$ cat src/hdl/sap_pkg.sv
// Purpose: Shared constants for the analyzer policing, aging and table slice.
// Assumes: One 200 MHz clock; APB registers take one aligned word each.
// Notes:   Offsets, field positions, reset values and cycle counts live here.
`default_nettype none

package sap_pkg;

    // ======================================================================
    // Register byte offsets.
    localparam logic [7:0] OFF_BURST   = 8'h00;
    localparam logic [7:0] OFF_CFG0    = 8'h04;
    localparam logic [7:0] OFF_CFG1    = 8'h08;
    localparam logic [7:0] OFF_CFG2    = 8'h0C;
    localparam logic [7:0] OFF_CFG3    = 8'h10;
    localparam logic [7:0] OFF_ISOL    = 8'h14;
    localparam logic [7:0] OFF_GROUP   = 8'h18;
    localparam logic [7:0] OFF_AGING   = 8'h1C;
    localparam logic [7:0] OFF_OPTIONS = 8'h20;
    localparam logic [7:0] OFF_EVENTS  = 8'h24;

    // ======================================================================
    // Field positions.
    localparam int BURST_MSB      = 3;
    localparam int RATE_MSB       = 6;
    localparam int RATE_LSB       = 3;
    localparam int UNIT_BIT       = 2;
    localparam int MODE_MSB       = 1;
    localparam int AGE_FAST_BIT   = 21;
    localparam int AGE_PER_MSB    = 20;
    localparam int AGE_PER_LSB    = 1;
    localparam int PINNED_BIT     = 0;
    localparam int REDUCED_BIT    = 1;
    localparam int SHADOW_BIT     = 0;
    localparam int EV_SCAN_BIT    = 24;
    localparam int EV_STORM_BIT   = 22;

    // ======================================================================
    // Reset values and limits.
    localparam logic [11:0] MASK_RST      = 12'hFFF;
    localparam logic [3:0]  MAX_BURST_EXP = 4'hC;
    localparam logic [12:0] MAX_BURST     = 13'h1000;
    localparam logic [19:0] FAST_AGE_MIN  = 20'h00003;
    localparam int          KILO          = 1000;
    localparam int          NUM_POLICERS  = 4;
    localparam int          ROW_RED_W     = 6;

    // Target modes and receive port kinds.
    localparam logic [1:0] MODE_OFF       = 2'h0;
    localparam logic [1:0] KIND_PROMISC   = 2'h0;
    localparam logic [1:0] KIND_COMMUNITY = 2'h1;
    localparam logic [1:0] KIND_ISOLATED  = 2'h2;

    // ======================================================================
    // Time base.
    localparam int CLK_PERIOD_NS = 5;
    localparam int FAST_UNIT_NS  = 13100;
    localparam int SECOND_NS     = 1000000000;
    localparam int FAST_UNIT_CYC = FAST_UNIT_NS / CLK_PERIOD_NS;
    localparam int SECOND_CYC    = SECOND_NS / CLK_PERIOD_NS;

endpackage

`default_nettype wire

$ cat src/hdl/sap_analyzer_cfg.sv
// Purpose: Storm policers, private-VLAN masking, aging timer and table
//          options of the frame analyzer, with their APB registers.
// Assumes: Frame and table inputs are synchronous to pclk.
// Notes:   Table storage and the lookup engine sit outside this block.
//
// Register access over APB and the placing of the registers were decided locally.
`default_nettype none

module sap_analyzer_cfg
    import sap_pkg::*;
#(
    parameter int          ADDR_W        = 8,
    parameter int          ENTRY_W       = 64,
    parameter int          ROW_W         = 11,
    parameter int unsigned SECOND_CYCLES = SECOND_CYC
) (
    input  wire logic                 pclk,
    input  wire logic                 presetn,
    input  wire logic                 psel,
    input  wire logic                 penable,
    input  wire logic                 pwrite,
    input  wire logic [ADDR_W-1:0]    paddr,
    input  wire logic [31:0]          pwdata,
    output logic      [31:0]          prdata,
    output logic                      pready,
    output logic                      pslverr,
    input  wire logic                 frame_valid,
    input  wire logic [1:0]           frame_class,
    input  wire logic                 frame_to_cpu,
    input  wire logic                 frame_to_front,
    output logic                      frame_drop,
    input  wire logic [11:0]          vlan_mask,
    input  wire logic                 private_lan_marker,
    input  wire logic [1:0]           port_kind,
    output logic      [11:0]          fwd_mask,
    output logic                      age_scan_start,
    input  wire logic                 scan_entry_valid,
    input  wire logic                 scan_entry_locked,
    input  wire logic                 scan_entry_aged,
    output logic                      entry_remove,
    output logic                      entry_set_aged,
    input  wire logic                 age_pass_done,
    input  wire logic [ROW_W-1:0]     lookup_row_in,
    output logic      [ROW_W-1:0]     lookup_row,
    input  wire logic                 rd_req,
    input  wire logic [1:0]           rd_bucket,
    input  wire logic [4*ENTRY_W-1:0] rd_row_data,
    output logic      [ENTRY_W-1:0]   rd_data,
    output logic                      rd_valid
);

    // ======================================================================
    // State record: every flip-flop of the block.
    typedef struct packed {
        logic [31:0]                 prdata;
        logic                        pready;
        logic                        pslverr;
        logic [3:0]                  burst;
        logic [3:0][3:0]             rate;
        logic [3:0]                  unit;
        logic [3:0][1:0]             mode;
        logic [11:0]                 isol;
        logic [11:0]                 grp;
        logic                        age_fast;
        logic [19:0]                 age_period;
        logic                        pinned;
        logic                        reduced;
        logic                        shadow_en;
        logic                        ev_scan;
        logic                        ev_storm;
        logic [3:0][12:0]            tokens;
        logic [3:0][27:0]            acc;
        logic [27:0]                 tb_cnt;
        logic [19:0]                 unit_cnt;
        logic                        scan;
        logic                        drop;
        logic [11:0]                 fwd;
        logic                        remove;
        logic                        set_aged;
        logic [ROW_W-1:0]            row;
        logic [2:0][ENTRY_W-1:0]     shadow;
        logic [ENTRY_W-1:0]          rd_data;
        logic                        rd_valid;
    } sap_state_t;

    sap_state_t st_ff;
    sap_state_t nxt_st;

    // ======================================================================
    // Helpers.

    // Bucket depth; exponents above twelve are held at the 4096 ceiling.
    function automatic logic [12:0] bucket_depth(input logic [3:0] e);
        if (e >= MAX_BURST_EXP) begin
            return MAX_BURST;
        end
        return 13'h0001 << e;
    endfunction

    // Frames per second that one policer earns.
    function automatic logic [24:0] rate_fps(input logic [3:0] e,
                                             input logic       unit);
        logic [24:0] base;
        base = unit ? 25'h0000001 : 25'(KILO);
        return base << e;
    endfunction

    localparam logic [27:0] SEC_LEN  = 28'(SECOND_CYCLES);
    localparam logic [27:0] FAST_LEN = 28'(FAST_UNIT_CYC);

    logic              apb_first;
    logic              apb_done;
    logic              hit;
    logic [31:0]       rdw;
    logic [7:0]        a8;
    logic [12:0]       depth;
    logic [12:0]       tok;
    logic [28:0]       sum;
    logic              policed;
    logic [27:0]       unit_len;
    logic [19:0]       period_eff;
    logic [ENTRY_W-1:0] live_sel;

    // Helpers for the checks below; shadow_sel also feeds the read path.
    logic               sel_empty;
    logic               sel_mode_off;
    logic [ENTRY_W-1:0] live1;
    logic [ENTRY_W-1:0] shadow_sel;
    assign sel_empty    = (st_ff.tokens[frame_class] == 13'h0000);
    assign sel_mode_off = (st_ff.mode[frame_class] == MODE_OFF);
    assign live1        = rd_row_data[2*ENTRY_W-1:ENTRY_W];
    assign shadow_sel   = st_ff.shadow[rd_bucket - 2'h1];

    // ======================================================================
    // Next-state logic.
    always_comb begin
        nxt_st   = st_ff;
        hit      = 1'b1;
        rdw      = 32'h00000000;
        depth    = bucket_depth(st_ff.burst);
        tok      = 13'h0000;
        sum      = 29'h00000000;
        policed  = 1'b0;
        live_sel = '0;
        a8       = 8'(paddr);

        nxt_st.pready   = 1'b0;
        nxt_st.pslverr  = 1'b0;
        nxt_st.drop     = 1'b0;
        nxt_st.scan     = 1'b0;
        nxt_st.remove   = 1'b0;
        nxt_st.set_aged = 1'b0;
        nxt_st.rd_valid = 1'b0;

        // The answer comes one cycle into the access phase; the extra cycle
        // lets read data come straight from a flip-flop.
        apb_first = psel && penable && !st_ff.pready;
        apb_done  = psel && penable && st_ff.pready;

        if (a8 == OFF_BURST) begin
            rdw[BURST_MSB:0] = st_ff.burst;
        end else if (a8 == OFF_CFG0) begin
            rdw[6:0] = {st_ff.rate[0], st_ff.unit[0], st_ff.mode[0]};
        end else if (a8 == OFF_CFG1) begin
            rdw[6:0] = {st_ff.rate[1], st_ff.unit[1], st_ff.mode[1]};
        end else if (a8 == OFF_CFG2) begin
            rdw[6:0] = {st_ff.rate[2], st_ff.unit[2], st_ff.mode[2]};
        end else if (a8 == OFF_CFG3) begin
            rdw[6:0] = {st_ff.rate[3], st_ff.unit[3], st_ff.mode[3]};
        end else if (a8 == OFF_ISOL) begin
            rdw[11:0] = st_ff.isol;
        end else if (a8 == OFF_GROUP) begin
            rdw[11:0] = st_ff.grp;
        end else if (a8 == OFF_AGING) begin
            rdw[AGE_FAST_BIT]             = st_ff.age_fast;
            rdw[AGE_PER_MSB:AGE_PER_LSB]  = st_ff.age_period;
            rdw[PINNED_BIT]               = st_ff.pinned;
        end else if (a8 == OFF_OPTIONS) begin
            rdw[REDUCED_BIT] = st_ff.reduced;
            rdw[SHADOW_BIT]  = st_ff.shadow_en;
        end else if (a8 == OFF_EVENTS) begin
            rdw[EV_SCAN_BIT]  = st_ff.ev_scan;
            rdw[EV_STORM_BIT] = st_ff.ev_storm;
        end else begin
            hit = 1'b0;
        end
        if (paddr > ADDR_W'(8'hFF)) begin
            hit = 1'b0;
        end

        if (apb_first) begin
            nxt_st.pready  = 1'b1;
            nxt_st.pslverr = !hit;
            nxt_st.prdata  = pwrite ? 32'h00000000 : rdw;
        end

        // Writes land on the edge that completes the access.
        if (apb_done && pwrite && !st_ff.pslverr) begin
            if (a8 == OFF_BURST) begin
                nxt_st.burst = pwdata[BURST_MSB:0];
            end else if (a8 == OFF_CFG0) begin
                nxt_st.rate[0] = pwdata[RATE_MSB:RATE_LSB];
                nxt_st.unit[0] = pwdata[UNIT_BIT];
                nxt_st.mode[0] = pwdata[MODE_MSB:0];
            end else if (a8 == OFF_CFG1) begin
                nxt_st.rate[1] = pwdata[RATE_MSB:RATE_LSB];
                nxt_st.unit[1] = pwdata[UNIT_BIT];
                nxt_st.mode[1] = pwdata[MODE_MSB:0];
            end else if (a8 == OFF_CFG2) begin
                nxt_st.rate[2] = pwdata[RATE_MSB:RATE_LSB];
                nxt_st.unit[2] = pwdata[UNIT_BIT];
                nxt_st.mode[2] = pwdata[MODE_MSB:0];
            end else if (a8 == OFF_CFG3) begin
                nxt_st.rate[3] = pwdata[RATE_MSB:RATE_LSB];
                nxt_st.unit[3] = pwdata[UNIT_BIT];
                nxt_st.mode[3] = pwdata[MODE_MSB:0];
            end else if (a8 == OFF_ISOL) begin
                nxt_st.isol = pwdata[11:0];
            end else if (a8 == OFF_GROUP) begin
                nxt_st.grp = pwdata[11:0];
            end else if (a8 == OFF_AGING) begin
                nxt_st.age_fast   = pwdata[AGE_FAST_BIT];
                nxt_st.age_period = pwdata[AGE_PER_MSB:AGE_PER_LSB];
                nxt_st.pinned     = pwdata[PINNED_BIT];
            end else if (a8 == OFF_OPTIONS) begin
                nxt_st.reduced   = pwdata[REDUCED_BIT];
                nxt_st.shadow_en = pwdata[SHADOW_BIT];
            end else if (a8 == OFF_EVENTS) begin
                // Write one to clear; a new event below still wins.
                nxt_st.ev_scan  = st_ff.ev_scan & ~pwdata[EV_SCAN_BIT];
                nxt_st.ev_storm = st_ff.ev_storm & ~pwdata[EV_STORM_BIT];
            end
        end

        for (int i = 0; i < NUM_POLICERS; i++) begin
            tok = st_ff.tokens[i];
            sum = {1'b0, st_ff.acc[i]} +
                  {4'h0, rate_fps(st_ff.rate[i], st_ff.unit[i])};
            if (sum >= {1'b0, SEC_LEN}) begin
                nxt_st.acc[i] = 28'(sum - {1'b0, SEC_LEN});
                if (tok < depth) begin
                    tok = tok + 13'h0001;
                end
            end else begin
                nxt_st.acc[i] = sum[27:0];
            end
            if (tok > depth) begin
                tok = depth;
            end
            policed = (st_ff.mode[i][0] && frame_to_cpu) ||
                      (st_ff.mode[i][1] && frame_to_front);
            if (frame_valid && frame_class == 2'(i) && policed) begin
                if (tok == 13'h0000) begin
                    nxt_st.drop = 1'b1;
                end else begin
                    tok = tok - 13'h0001;
                end
            end
            nxt_st.tokens[i] = tok;
        end

        nxt_st.ev_storm = nxt_st.ev_storm | nxt_st.drop;
        nxt_st.ev_scan = nxt_st.ev_scan | age_pass_done;

        if (!private_lan_marker) begin
            nxt_st.fwd = vlan_mask;
        end else begin
            case (port_kind)
                KIND_PROMISC: nxt_st.fwd = vlan_mask;
                KIND_COMMUNITY: nxt_st.fwd = vlan_mask & st_ff.isol;
                default: nxt_st.fwd = vlan_mask & st_ff.grp & st_ff.isol;
            endcase
        end

        unit_len   = st_ff.age_fast ? FAST_LEN : SEC_LEN;
        period_eff = (st_ff.age_fast && st_ff.age_period < FAST_AGE_MIN) ?
                     FAST_AGE_MIN : st_ff.age_period;
        if (st_ff.age_period == 20'h00000) begin
            nxt_st.tb_cnt   = 28'h0000000;
            nxt_st.unit_cnt = 20'h00000;
        end else if (st_ff.tb_cnt + 28'h0000001 >= unit_len) begin
            nxt_st.tb_cnt = 28'h0000000;
            if (st_ff.unit_cnt + 20'h00001 >= period_eff) begin
                nxt_st.unit_cnt = 20'h00000;
                nxt_st.scan     = 1'b1;
            end else begin
                nxt_st.unit_cnt = st_ff.unit_cnt + 20'h00001;
            end
        end else begin
            nxt_st.tb_cnt = st_ff.tb_cnt + 28'h0000001;
        end

        // A first scan marks an idle unlocked entry, the next one removes it.
        if (scan_entry_valid) begin
            nxt_st.remove   = !scan_entry_locked && scan_entry_aged;
            nxt_st.set_aged = !scan_entry_aged &&
                              (!scan_entry_locked || st_ff.pinned);
        end

        nxt_st.row = st_ff.reduced ?
                     (lookup_row_in & ROW_W'((1 << ROW_RED_W) - 1)) :
                     lookup_row_in;

        live_sel = rd_row_data[rd_bucket*ENTRY_W +: ENTRY_W];
        if (rd_req) begin
            nxt_st.rd_valid = 1'b1;
            if (st_ff.shadow_en && rd_bucket == 2'h0) begin
                nxt_st.shadow  = rd_row_data[4*ENTRY_W-1:ENTRY_W];
                nxt_st.rd_data = live_sel;
            end else if (st_ff.shadow_en) begin
                nxt_st.rd_data = shadow_sel;
            end else begin
                nxt_st.rd_data = live_sel;
            end
        end
    end

    // ======================================================================
    // State register; both port masks come up all ones.
    always_ff @(posedge pclk or negedge presetn) begin
        if (!presetn) begin
            st_ff      <= '0;
            st_ff.isol <= MASK_RST;
            st_ff.grp  <= MASK_RST;
        end else begin
            st_ff <= nxt_st;
        end
    end

    assign prdata         = st_ff.prdata;
    assign pready         = st_ff.pready;
    assign pslverr        = st_ff.pslverr;
    assign frame_drop     = st_ff.drop;
    assign fwd_mask       = st_ff.fwd;
    assign age_scan_start = st_ff.scan;
    assign entry_remove   = st_ff.remove;
    assign entry_set_aged = st_ff.set_aged;
    assign lookup_row     = st_ff.row;
    assign rd_data        = st_ff.rd_data;
    assign rd_valid       = st_ff.rd_valid;
endmodule

`default_nettype wire

$ cat config.mk
export PLATFORM = sky130hd
export DESIGN_NAME = sap_analyzer_cfg
export DESIGN_NICKNAME = d
export VERILOG_FILES = /design/src/hdl/sap_pkg.sv /design/src/hdl/sap_analyzer_cfg.sv
export SDC_FILE = /design/constraint.sdc
export NUM_CORES = 2
export LEC_CHECK = 0
export BUFFER_PORTS_ARGS = -buffer_cell sky130_fd_sc_hd__buf_2
export CORE_MARGIN = 2
export CORE_UTILIZATION = 60
export CTS_CLUSTER_DIAMETER = 60
export DETAILED_ROUTE_END_ITERATION = 16
export PLACE_DENSITY_LB_ADDON = 0.05
export SLEW_MARGIN = 30
export SYNTH_ARGS = -nofsm -noshare
export SYNTH_HDL_FRONTEND = slang
export SYNTH_SLANG_ARGS = --single-unit
$ cat constraint.sdc
create_clock -name pclk -period 11.3 [get_ports pclk]
set_input_delay 2.26 -clock pclk [delete_from_list [all_inputs] [get_ports pclk]]
set_output_delay 2.26 -clock pclk [all_outputs]
set_load 0.02 [all_outputs]
# [Word-level counts from Yosys, hierarchy flattened]
# Cells that the tools add are included.
[totals] regBits=605 in_bits=339 output_inout_bits=126
[classes] add_sub_neg=19 magnitude_cmp=18 n_eq_ne=13 shift=6 n_mux=110 bitwise=17 n_reduce_logical=55
[ops] operator="2-to-1 mux 13 bit" count=22
[ops] operator="indexed part select 256 x 9 -> 64 bit" count=1
[ops] operator="2-to-1 mux 64 bit" count=3
[ops] operator="2-to-1 mux 28 bit" count=6
[ops] operator="binary-select mux 64 bit (select 2 bit)" count=1
[ops] operator="adder 28 x 25 -> 29 bit" count=4
[ops] operator="greater-or-equal comparator 29 x 28 -> 1 bit, second input constant" count=4
[ops] operator="subtractor 28 bit, second input constant" count=4
[ops] operator="left shift 10 x 4 -> 25 bit" count=4
[ops] operator="2-to-1 mux 16 bit" count=4
[ops] operator="2-to-1 mux 20 bit" count=3
[ops] operator="adder 13 x 1 -> 13 bit, second input constant" count=4
[ops] operator="greater-than comparator 13 bit" count=4
[ops] operator="logical NOT 13 bit" count=4
[ops] operator="< comparator 13 bit" count=4
[ops] operator="subtractor 13 x 1 -> 13 bit, second input constant" count=4
[ops] operator="2-to-1 mux 48 bit" count=1
[ops] operator="2-to-1 mux 10 bit" count=4
[ops] operator="bitwise AND 12 bit" count=3
[ops] operator="2-to-1 mux 1 bit" count=36
[ops] operator="2-to-1 mux 12 bit" count=3
[ops] operator="2-to-1 mux 11 bit" count=3
[ops] operator="== test 8 x 5 -> 1 bit, second input constant" count=4
[ops] operator="2-to-1 mux 2 bit" count=15
[ops] operator="40 further kinds" count=93

# [Logic depth before layout (Yosys ltp)]
[depth] ltp_word=18 mapped_depth=42 depth_no_buf=38

# [Worst setup path before layout]
# Ideal clock, no wire load.
[synth_timing] kind="register to register" startpoint="register st_ff[571] (netlist bit)" endpoint="register st_ff[496] (netlist bit)" setup_time_ns=0.138 t_arrival_ns=8.392 required_time_ns=11.162 slack_ns=2.770 path_stages_with_launch=35 period_less_slack_ns=8.530 path_cell_list="dfrtp_1 > clkbuf_1 > buf_1 > nor4b_1 > ha_1 > fa_1 > a21o_1 > a221oi_1 > a21boi_0 > or3_1 > a222oi_1 > o311ai_1 > a311oi_1 > nor4b_2 > o21ai_0 > mux2_2 > ha_1 > nor2b_1 > o21a_1 > o21a_1 > o21ai_0 > a21oi_1 > o311ai_0 > a21boi_0 > o31ai_1 > clkbuf_1 > clkbuf_1 > mux2_2 > ha_1 > and2_1 > and3_1 > and2_0 > clkbuf_1 > a221oi_1 > nand3_1"
[synth_rtl] item="from (decl)" line_no="sap_analyzer_cfg.sv:86" source="sap_state_t st_ff;"
[synth_rtl] item="from (signal assigned)" line_no="sap_analyzer_cfg.sv:326" source="st_ff <= nxt_st;"

==> reports/results.tsv <==
metric	value	unit
sequential share of the synthesized area	35.6	%
Slew HR	30.3	%
CP peak stage delay	0.96	ns
top cell type's share of synthesized area	34.1	%
initial antenna violation count	49	
gpl congestion	0.940	
final cell count without fillers	5747	
Die H	270	µm
synthesized cell area	42500	µm²
CP required	11.78	ns
GR peak layer	met2	
slew at the pin closest to its max-slew limit	1.04	ns
dominant cell type by area after synthesis	dfrtp_1	
DR DRC count	0	
Tmin final	10.32	ns
# setup viols final	0	
Worst path slowest cell	nor4b_2	
endpoint class of the critical path	register	
RSZ-0062 raised after global routing	false	
Clk pwr share	32.3	%
Int Power	4.98	mW
Worst Path Buf+Inv	2	
Starting DRT DRC Count	2751	
reg2reg setup slack	0.98	ns
combinational share of power	36.0	%
Total Negative Setup Slacks	0	ns
Via density	6.20	
largest net degree at the start of global routing	193	
Post-Synthesis Cells	4474	
total gr overflow	0	
VDD IR-drop max	161	µV
clk slew on worst S/H paths	0.06	ns
PD cells	165	nW/µm²
Initial Util	60.6	%
Hold Path Stages	2	
root cell of the clock tree	clkbuf_16	
crit start category	register	
H-tree depth	3	
total track usage	31.5	%
ratio of cells with drive above 1 in the final layout	22.8	%
Yosys cell types	101	
CTS Hold Bufs	0	
CP Depth	31	
Max clock buf depth	3	
Design Power	7.84	mW
top_reg_cell synth	dfrtp_1	
Ys Warns	0	
critical path class	register to register	
final hold vios	0	
Setup Buffers After CTS	0	
Hold Crit Class	register to register	
total core area	70100	µm²
#FFs+latches synth	604	
list of most frequent post-synthesis cells	dfrtp_1, nor2_1, nand2_1	
DR pass1 iterations	5	
skew final	0.0224	ns
CTS tree	done	
IO Port Bufs	448	
Final Max Slew Viols	0	
number of cells on the worst reg-to-reg path	31	
Flop pwr share	31.7	%
Clock Latency Late Sink	0.63	ns
Inserted Clock Buffers	74	
max-cap violations	0	
Util after Layout	67.6	%
Top Family by Delay on Critical Path	simple AND/OR/NAND/NOR gates	
via count of the first global-routing pass	34400	
dpl cells	5569	
ratio of final minimum period to clock period	91.3	%
Post-DP HPWL	85300	µm
IO Pins	465	
fillers	5776	
Die X	270	µm
EDFF count, synth	0	
Net Switching	2.86	mW
Leakage	22.7	nW
# rows	97	
Place WS	1.33	ns
critical path arrival	10.80	ns
worst setup margin	0.981	ns
die area	73000	µm²
asr flop ratio synth	100	%
post-CTS sizing	0	
switching part of the total power	36.4	%
first-pass GRT wire length	185000	µm
Crit Path Max Fanout	26	
Max Clock Freq	96.9	MHz
run status	completed	
grt met1 use	42.1	%
met3 Usage GRT	5.83	%
Avg WL per Cell	20.5	µm
Synth-to-Final Area Change	11.6	%
nets	5303	
clk sinks	604	
top-count cell post-synth	dfrtp_1	
Routed Antenna Nets	0	
Via Count	35600	
mean area per synthesized cell	9.50	µm²
Post-Route WL	118000	µm
synth top area cells	dfrtp_1, mux2_2, ha_1, a21oi_1, nor2_1	
met2 Usage GRT	50.8	%
-- power by group through the flow --
stage / registers, mW / logic [mW] / clock network [mW]
after floorplan: 2.48 / 2.16 / 0
after global placement: 2.51 / 2.73 / 0
after detailed placement: 2.52 / 2.77 / 0
after CTS: 2.48 / 2.79 / 2.57
after global routing: 2.51 / 3.12 / 2.66
final: 2.49 / 2.82 / 2.53
-- metal layers --
metal	part of all wire, %	vias up
met5	0.089	-
met4	3.6	16
met3	6.1	264
met2	47	1094
met1	43	17500
li1	-	16800
-- cell families (layout without fill, tap and decap cells) --
kind of cell    after synthesis  in the layout  synth area share (%)
xor+xnor                    251            251                  5.17
fa+ha+maj                   256            256                  7.61
mux                         488            488                  14.3
buf+inv                     432            719                  4.89
compound gates             1037           1037                  15.9
flops                       604            604                  35.6
other cells                   1             47               0.00882
simple gates               1405           1405                  16.5
-- worst paths after layout --
kind,from,endpoint
max,st_ff[572],st_ff[496]
min,prdata[1],prdata[1]
max reg2reg,st_ff[572],st_ff[496]
min reg2reg,prdata[1],prdata[1]
max in group asynchronous,presetn,st_ff[464]
min in group asynchronous,presetn,lookup_row[1]
-- metrics by stage --
stage,area (µm²),hold WS [ns]
floorplan,42500,0.444
global placement,44600,0.455
detailed placement,44600,0.467
CTS,47200,0.481
global route,47400,0.498
finish,47400,0.479
-- final cells by class --
cell class / instances / area (µm²) / share of cell area, %
well taps: 940 / 1180 / 2.48
flip-flops and latches: 604 / 15100 / 31.9
diodes: 39 / 97.6 / 0.206
inverters: 102 / 383 / 0.807
repair buffers: 481 / 2620 / 5.52
multi-input cells: 3445 / 25400 / 53.5
clock inverters: 40 / 543 / 1.14
clock buffers: 96 / 2070 / 4.37
-- flip-flops by register name (all words and copies together), names as in the netlist --
name            flops
entry_remove        1
rd_valid            1
rd_data            64
prdata             24
entry_set_aged      1
fwd_mask           12
age_scan_start      1
frame_drop          1
pslverr             1
pready              1
st_ff             486
lookup_row         11
-- layout by cell type (no fill, tap or decap), drive strengths merged, types with 28 or more instances in the layout --
cell    netlist  routed
buf         144     481
nor3         61      61
inv         101     108
mux4         64      64
nand4        68      68
mux2i       101     101
o31ai        34      34
xor2        101     101
a21oi       312     312
nand2b       44      44
or3          34      34
nor2        390     390
and2         50      50
ha          252     252
a21boi       29      29
dfrtp       580     580
and3         71      71
mux2        323     323
nor2b        76      76
nand3        99      99
diode         0      39
a211oi       28      28
nand2       352     352
o21ai       190     190
xnor2       150     150
a31oi        46      46
clkbuf      186      96
a21o         92      92
o21a         50      50
nor4         37      37
o211ai       37      37
-- worst min-delay path, stage by stage, from the launching register on --
cell and delay (ns):
dfrtp_1 0.34, nand2_1 0.05, o41ai_1 0.05
No activity file was read; power rests on OpenSTA's default activity.
